===== config.mk =====
export PLATFORM = sky130hd
export DESIGN_NAME = spsd_decode
export DESIGN_NICKNAME = d
export VERILOG_FILES = /design/src/design/spsd_decode.v /design/src/design/spsd_page_reg.v
export VERILOG_INCLUDE_DIRS = /design/src /design/src/common
export SDC_FILE = /design/constraint.sdc
export NUM_CORES = 1
export LEC_CHECK = 0
export CAP_MARGIN = 0
export CORE_MARGIN = 8
export CORE_UTILIZATION = 38
export CTS_BUF_LIST = sky130_fd_sc_hd__clkbuf_16
export DETAILED_ROUTE_END_ITERATION = 16
export DONT_BUFFER_PORTS = 1
export PLACE_DENSITY = 0.66
export SLEW_MARGIN = 20
export SYNTH_ARGS = -nofsm -noshare
export SYNTH_HDL_FRONTEND = slang
export SYNTH_SLANG_ARGS = --single-unit

===== constraint.sdc =====
create_clock -name clk -period 2.15 [get_ports clk]
set_input_delay 0.43 -clock clk [delete_from_list [all_inputs] [get_ports clk]]
set_output_delay 0.43 -clock clk [all_outputs]
set_load 0.01 [all_outputs]

===== src/common/spsd_consts.vh =====
`ifndef SPSD_CONSTS_VH
`define SPSD_CONSTS_VH

// Page register location and reset value
`define SPSD_PAGE_ADDR 8'ha7
`define SPSD_PAGE_RST 8'h00

// Page codes that own registers
`define SPSD_PAGE_ZERO 8'h00
`define SPSD_PAGE_HIGH 8'h0f

// Address bit that marks the direct register space
`define SPSD_SPACE_BIT 7

// Bank codes presented to the peripherals
`define SPSD_BANK_NONE 2'h0
`define SPSD_BANK_SHARED 2'h1
`define SPSD_BANK_ZERO 2'h2
`define SPSD_BANK_HIGH 2'h3

// Paired addresses whose meaning follows the page
`define SPSD_ADDR_CONV 8'hba
`define SPSD_ADDR_CSUM 8'h97
`define SPSD_ADDR_PORT0 8'ha4

// Unoccupied locations of page zero
`define SPSD_HOLE_A 8'hb4
`define SPSD_HOLE_B 8'he5

// Bit-addressable locations end in this low three-bit pattern
`define SPSD_BIT_MASK 3'h0

`endif


===== src/design/spsd_decode.v =====
// How it works
// - An 8-bit page register at 0xa7 picks the page every access decodes on.
// - After reset the page register holds zero, so page 0x0 is in use.
// - Shared registers, page register included, decode alike on any page.
// - One address in 0x80..0xff may reach different registers by page.
// - 0xba is burst power-up time on page 0xf, accum config on page 0x0.
// - 0x97 is checksum sector count on page 0xf, dc-dc control on 0x0.
// - 0xa4 is port 0 drive strength on page 0xf, output mode on 0x0.
// - Only addresses ending in 0x0 or 0x8 accept single-bit access.
`timescale 1ns/1ps
`include "spsd_consts.vh"

module spsd_decode #(
  parameter AW = 8,
  parameter DW = 8
) (
  // Clock and reset
  input wire clk,
  input wire rst_n,
  // Core request
  input wire [AW-1:0] core_addr,
  input wire core_rd,
  input wire core_wr,
  input wire [DW-1:0] core_wdata,
  input wire core_bit_en,
  input wire [2:0] core_bit_idx,
  // Core answer
  output reg [DW-1:0] core_rdata,
  output reg core_ack,
  output reg core_fault,
  // Peripheral strobes
  output wire periph_rd,
  output wire periph_wr,
  output wire [AW-1:0] periph_addr,
  output wire [1:0] periph_bank,
  output wire [DW-1:0] periph_wdata,
  output wire periph_bit_en,
  output wire [2:0] periph_bit_idx,
  input wire [DW-1:0] periph_rdata,
  // Named selects for paired locations
  output wire sel_burst_powerup,
  output wire sel_accum_config,
  output wire sel_sector_count,
  output wire sel_dcdc_control,
  output wire sel_drive_strength,
  output wire sel_output_mode,
  // Current page
  output wire [DW-1:0] page_value
);

  reg rst_s1_reg;
  reg rst_s2_reg;
  wire rst_sync_n;
  wire [DW-1:0] page_q;
  reg shared_hit;
  reg high_hit;
  wire space_hit;
  wire zero_hit;
  wire on_zero;
  wire on_high;
  reg [1:0] bank;
  wire bit_ok;
  wire req;
  wire legal;
  wire page_hit;
  wire page_wr;
  wire [DW-1:0] page_wdata;
  wire [DW-1:0] bit_mask;
  reg [DW-1:0] rdata_next;

  // Reset release through two flops
  always @(posedge clk or negedge rst_n) begin
    if (!rst_n) begin
      rst_s1_reg <= 1'b0;
      rst_s2_reg <= 1'b0;
    end else begin
      rst_s1_reg <= 1'b1;
      rst_s2_reg <= rst_s1_reg;
    end
  end

  assign rst_sync_n = rst_s2_reg;

  // Locations present on every page
  // shared register set
  always @* begin
    shared_hit = 1'b0;
    case (core_addr)
      8'h80: shared_hit = 1'b1;
      8'h81: shared_hit = 1'b1;
      8'h82: shared_hit = 1'b1;
      8'h83: shared_hit = 1'b1;
      8'h87: shared_hit = 1'b1;
      8'h90: shared_hit = 1'b1;
      8'ha0: shared_hit = 1'b1;
      8'ha7: shared_hit = 1'b1;
      8'ha8: shared_hit = 1'b1;
      8'ha9: shared_hit = 1'b1;
      8'hd0: shared_hit = 1'b1;
      8'he0: shared_hit = 1'b1;
      8'he6: shared_hit = 1'b1;
      8'he7: shared_hit = 1'b1;
      8'hf0: shared_hit = 1'b1;
      8'hf6: shared_hit = 1'b1;
      8'hf7: shared_hit = 1'b1;
      default: shared_hit = 1'b0;
    endcase
  end

  // Locations owned by page 0xf, also decoded by page zero
  // same address, other register
  always @* begin
    high_hit = 1'b0;
    case (core_addr)
      8'h85: high_hit = 1'b1;
      8'h86: high_hit = 1'b1;
      8'h91: high_hit = 1'b1;
      8'h92: high_hit = 1'b1;
      8'h93: high_hit = 1'b1;
      8'h95: high_hit = 1'b1;
      8'h96: high_hit = 1'b1;
      8'h97: high_hit = 1'b1;
      8'ha4: high_hit = 1'b1;
      8'ha5: high_hit = 1'b1;
      8'ha6: high_hit = 1'b1;
      8'hba: high_hit = 1'b1;
      8'hbd: high_hit = 1'b1;
      default: high_hit = 1'b0;
    endcase
  end

  // Page zero owns every other location except two holes
  assign space_hit = core_addr[`SPSD_SPACE_BIT];
  assign zero_hit = space_hit && !shared_hit &&
                    (core_addr != `SPSD_HOLE_A) &&
                    (core_addr != `SPSD_HOLE_B);

  // Full page value compared, no partial decode
  // whole byte selects page
  assign on_zero = (page_q == `SPSD_PAGE_ZERO);
  assign on_high = (page_q == `SPSD_PAGE_HIGH);

  // Bank resolution for the current access
  // foreign page, shared only
  always @* begin
    if (space_hit && shared_hit) begin
      bank = `SPSD_BANK_SHARED;
    end else if (on_zero && zero_hit) begin
      bank = `SPSD_BANK_ZERO;
    end else if (on_high && high_hit) begin
      bank = `SPSD_BANK_HIGH;
    end else begin
      bank = `SPSD_BANK_NONE;
    end
  end

  // Single-bit access only on bit-addressable locations
  // bit access gate
  assign bit_ok = !core_bit_en ||
                  (core_addr[2:0] == `SPSD_BIT_MASK);

  assign req = core_rd || core_wr;
  assign legal = (bank != `SPSD_BANK_NONE) && bit_ok;
  assign page_hit = (core_addr == `SPSD_PAGE_ADDR);

  // Page register write, whole byte only
  // page register write
  assign page_wr = core_wr && legal && page_hit;
  assign bit_mask = {{(DW-1){1'b0}}, 1'b1} << core_bit_idx;
  assign page_wdata = core_wdata;

  spsd_page_reg #(
    .WIDTH(DW)
  ) u_page (
    .clk(clk),
    .rst_n(rst_sync_n),
    .wr_en(page_wr),
    .wr_data(page_wdata),
    .value(page_q)
  );

  // Forward legal accesses, page register kept local
  assign periph_rd = core_rd && legal && !page_hit;
  assign periph_wr = core_wr && legal && !page_hit;
  assign periph_addr = core_addr;
  assign periph_bank = legal ? bank : `SPSD_BANK_NONE;
  assign periph_wdata = core_wdata;
  assign periph_bit_en = core_bit_en;
  assign periph_bit_idx = core_bit_idx;

  // Converter pair at 0xba
  // converter pair
  assign sel_burst_powerup = legal && on_high &&
                             (core_addr == `SPSD_ADDR_CONV);
  assign sel_accum_config = legal && on_zero &&
                            (core_addr == `SPSD_ADDR_CONV);

  // Checksum and dc-dc pair at 0x97
  // sector count pair
  assign sel_sector_count = legal && on_high &&
                            (core_addr == `SPSD_ADDR_CSUM);
  assign sel_dcdc_control = legal && on_zero &&
                            (core_addr == `SPSD_ADDR_CSUM);

  // Port 0 pair at 0xa4
  // port 0 pair
  assign sel_drive_strength = legal && on_high &&
                              (core_addr == `SPSD_ADDR_PORT0);
  assign sel_output_mode = legal && on_zero &&
                           (core_addr == `SPSD_ADDR_PORT0);

  // Read data choice; reserved places read as zero
  always @* begin
    rdata_next = {DW{1'b0}};
    if (core_rd && legal) begin
      if (page_hit) begin
        rdata_next = page_q;
      end else begin
        rdata_next = periph_rdata;
      end
      if (core_bit_en) begin
        rdata_next = rdata_next & bit_mask;
      end
    end
  end

  // Answer registered one cycle after the request
  always @(posedge clk or negedge rst_sync_n) begin
    if (!rst_sync_n) begin
      core_rdata <= {DW{1'b0}};
      core_ack <= 1'b0;
      core_fault <= 1'b0;
    end else begin
      core_ack <= req;
      core_fault <= req && !legal;
      if (core_rd) begin
        core_rdata <= rdata_next;
      end
    end
  end

  assign page_value = page_q;

endmodule // spsd_decode


===== src/design/spsd_page_reg.v =====
`timescale 1ns/1ps
`include "spsd_consts.vh"

module spsd_page_reg #(
  parameter WIDTH = 8
) (
  // Clock and synchronised reset
  input wire clk,
  input wire rst_n,
  // Write port
  input wire wr_en,
  input wire [WIDTH-1:0] wr_data,
  // Stored value
  output wire [WIDTH-1:0] value
);

  reg [WIDTH-1:0] page_reg;

  // Page register storage, cleared to page zero
  // reset page zero
  always @(posedge clk or negedge rst_n) begin
    if (!rst_n) begin
      page_reg <= `SPSD_PAGE_RST;
    end else if (wr_en) begin
      page_reg <= wr_data;
    end
  end

  assign value = page_reg;

endmodule // spsd_page_reg


==> summary by stage <==
Timing
The final hold violation count was 0. Timing would allow up to 406.5 MHz. Measured against its own limit, the worst slew margin works out to 0.5167. The share of the clock period used by the worst path after layout is 1.144. The routed design could run at a clock period as short as 2.460 ns. The final-report setup violation count is 10. The max-slew violation count is 0.

Setup repair after global routing could not meet its margin everywhere. The setup TNS is -2.616 ns. The worst clock skew is 0.002435 ns. In the post-route analysis, the smallest setup slack over all paths is -0.3100 ns.

At the pin with the least slew margin, the transition time is 0.7250 ns.

Power
The areal power density over the cells is 558.9 nW/µm². The leakage dissipation is 0.8348 nW. VDD sags by at most 0.6592 mV. The final total power is 1.113 mW.

Route
For this block, wires on met1 add up to 1622 µm. Using the TritonRoute via totals, the vias-per-cell ratio works out to 5.866. The top layer reached by signal wires is met4. The DRC violation count after routing is 0. The count of vias placed by the detailed router is 1355. After detailed routing, the average wire length per cell comes to 19.77 µm. Wire segments on met3 add up to 503 µm in the final route. The initial detailed-routing violation count is 61.

Wires add up to 4566 µm. The number of iterations in the first detailed-routing pass is 4. Once detail routing completed, the nets flagged for antenna violations numbered 0. The detailed-routed wire length on met2 is 2387 µm.

GRT
The aggregate global-route resource usage is 0.1277. The wire length of the first global-routing pass is 7396 µm. Entering global routing, the biggest net connects 19 pins. The number of global-route vias before repair came to 1454. The initial antenna violation count is 0. The sum of overflow across all layers after global routing is 0.

Clock tree
The post-CTS clock slew at the launch and capture registers of the worst setup and hold paths is 0.06 ns. CTS built an H-tree with a depth of 1. The tree built by TritonCTS fans out to 20 sinks. The tree is rooted in a sky130_fd_sc_hd__clkbuf_16.

The insertion delay of the later-clocked pin in the worst-skew pair is 0.26 ns. Buffers inserted during clock tree synthesis total 3. TritonCTS built the clock tree.

The maximum count of clock buffers along a single path is 2.

Run status
The flow ran to the end, but the final reports show violations. The final reports fail on setup timing.

Synthesis
The synthesized area per cell is 10.27 µm². Counting every instance in the synthesized netlist gives 168. The main flop type after synthesis is sky130_fd_sc_hd__dfrtp_1. The number of warning messages in the yosys log is 0. The mapped netlist covers 1725 µm².

When the netlist entered floorplanning its net count stood at 200. The number of storage elements in the synthesis netlist is 20. The count of cell types in the netlist is 58. The async set-reset flop share out of synthesis is 1.000. The part of the Yosys area used for sequential elements is 0.2901. The number of enable-type register cells in the synthesized netlist is 0.

Die
The area of the core is 4354 µm². The area enclosed by the die boundary is 6953 µm². The floorplan has 24 rows.

For this configuration, the core starts out at a cell density of 0.3963. Pin placement for this block handled 80 I/O pins. The floorplan step set the die width to 83.39 µm.

The height of the chip is 83.39 µm.

Setup path
Data on the critical path arrives at its endpoint at 2.03 ns. The critical path is of the reg -> out type. The worst setup path is launched from a register. The required time at the endpoint of the critical path is 1.72 ns. Along the worst path, the maximum fanout reaches 9. STA classifies the critical path endpoint as an output port.

Final layout
Of the cells placed in the final design, the portion with a size suffix greater than 1 is 0.4469. The diode insertion count for antenna repair is 0. The number of nets in the layout is 212.

The area added between synthesis and finish is 15.37%. Summing all non-filler instances in the final layout gives an area of 1991 µm².

Place
The detailed-placement wirelength estimate is 3568 µm. In this run the cell area measured after placement is 1810 µm². The count of port buffers added during placement is 0. The global placement routability congestion is 0.8573.

Hold path
The worst hold path belongs to the class in -> reg.

Run
Across the run, the number of max-cap violations was 0.
-- through the flow --
stage / hold slack [ns] / setup slack [ns] / instances / util
floorplan: 0.1344 / -0.08031 / 168 / -
global placement: 0.1345 / -0.09551 / 225 / 0.4158
detailed placement: 0.1345 / -0.1662 / 225 / 0.4158
CTS: 0.2582 / -0.2818 / 230 / 0.4509
global route: 0.2736 / -0.4061 / 231 / 0.4572
finish: 0.2626 / -0.3100 / 231 / 0.4572
-- area by class of cell --
type	instances	area [µm²]
Fill cell	403	2364
Timing Repair Buffer	36	276.5
Inverter	11	41.29
Sequential cell	20	500.5
Clock inverter	1	30.03
Tap cell	52	65.06
Multi-Input combinational cell	108	1002
Clock buffer	3	75.07
-- metal layers --
metal / global-route usage / up-vias
met3: 0.05566 / 6
met1: 0.1262 / 664
met2: 0.2334 / 64
li1: - / 621
met4: 0.03834 / 0
met5: 0 / -
-- worst max-delay path: stages (launching register included) --
cell and delay, ns:
sky130_fd_sc_hd__dfrtp_1 0.41, sky130_fd_sc_hd__and4_1 0.22, sky130_fd_sc_hd__nand2_2 0.12, sky130_fd_sc_hd__a211oi_4 0.06, sky130_fd_sc_hd__o41ai_4 0.66, sky130_fd_sc_hd__nor3_1 0.12, sky130_fd_sc_hd__buf_4 0.18
-- placed cells by master, fill, tap and decap left out, drive strengths merged, types with 6 or more instances in the layout --
cell type and instances:
buf 35, a211o 6, nor3b 6, nor3 6
o22ai 6, nand2 8, dfrtp 20, nor2 6
mux2i 6, inv 11, mux2 8
-- synth_stat cells (2+ instances only) --
master	instances	area share
sky130_fd_sc_hd__buf_4	22	0.096
sky130_fd_sc_hd__o2111ai_1	2	0.010
sky130_fd_sc_hd__mux2i_1	6	0.035
sky130_fd_sc_hd__or2b_2	2	0.010
sky130_fd_sc_hd__a211o_1	6	0.030
sky130_fd_sc_hd__o32ai_1	2	0.010
sky130_fd_sc_hd__or2_2	2	0.0073
sky130_fd_sc_hd__inv_1	11	0.024
sky130_fd_sc_hd__nand3b_1	2	0.0087
sky130_fd_sc_hd__nand2_1	7	0.015
sky130_fd_sc_hd__nor3_1	6	0.017
sky130_fd_sc_hd__mux2_2	8	0.052
sky130_fd_sc_hd__nand3_1	2	0.0058
sky130_fd_sc_hd__nor4_4	3	0.037
sky130_fd_sc_hd__nor3b_1	5	0.022
sky130_fd_sc_hd__dfrtp_1	20	0.29
sky130_fd_sc_hd__or3b_2	2	0.010
sky130_fd_sc_hd__nand4_1	3	0.011
sky130_fd_sc_hd__or3_1	2	0.0073
sky130_fd_sc_hd__o211ai_1	2	0.0087
sky130_fd_sc_hd__o22ai_1	6	0.022
sky130_fd_sc_hd__nor2_1	6	0.013
sky130_fd_sc_hd__buf_6	5	0.033
sky130_fd_sc_hd__a211oi_2	2	0.015
-- worst paths after layout --
kind / start / to / slack, ns / cells after the start
worst max register to register: u_page.value[5] / core_rdata[0] / 0.22 / 7
min in group asynchronous: rst_s2_reg / u_page.value[4] / 0.30 / 0
max in group asynchronous: rst_s2_reg / core_rdata[4] / 1.39 / 0
worst min-delay path: core_rd / core_rdata[5] / 0.26 / 1
worst max-delay path: u_page.value[3] / sel_sector_count / -0.31 / 6
worst min register to register: rst_s2_reg / u_page.value[4] / 0.30 / 0
-- report_power, final --
group | switching, mW | leakage (nW) | total, mW | internal (mW)
sequential | 0.0253 | 0.265 | 0.419 | 0.394
combinational | 0.0839 | 0.518 | 0.179 | 0.0953
clock | 0.145 | 0.0511 | 0.514 | 0.370
total | 0.254 | 0.835 | 1.11 | 0.859
-- cells by family (layout without fill, tap and decap cells) --
group	Yosys count	in the layout	share of synthesized area
other	1	1	0.002173
buffers and inverters	40	51	0.1661
AND/OR/NAND/NOR	61	61	0.2778
AO/OA/AOI/OAI	31	31	0.1719
flip-flops	20	20	0.2901
XOR/XNOR	1	1	0.005077
multiplexers	14	14	0.08702
-- timing repair --
action	4_1_cts	5_1_grt
resized for setup	7	4
setup buffers	1	1
endpoints found under the hold margin	2	0
pin swaps	5	3
gates cloned	0	0
hold buffers	1	0
endpoints found under the setup margin	10	10
Note: power is estimated with default switching activity, not from simulation.
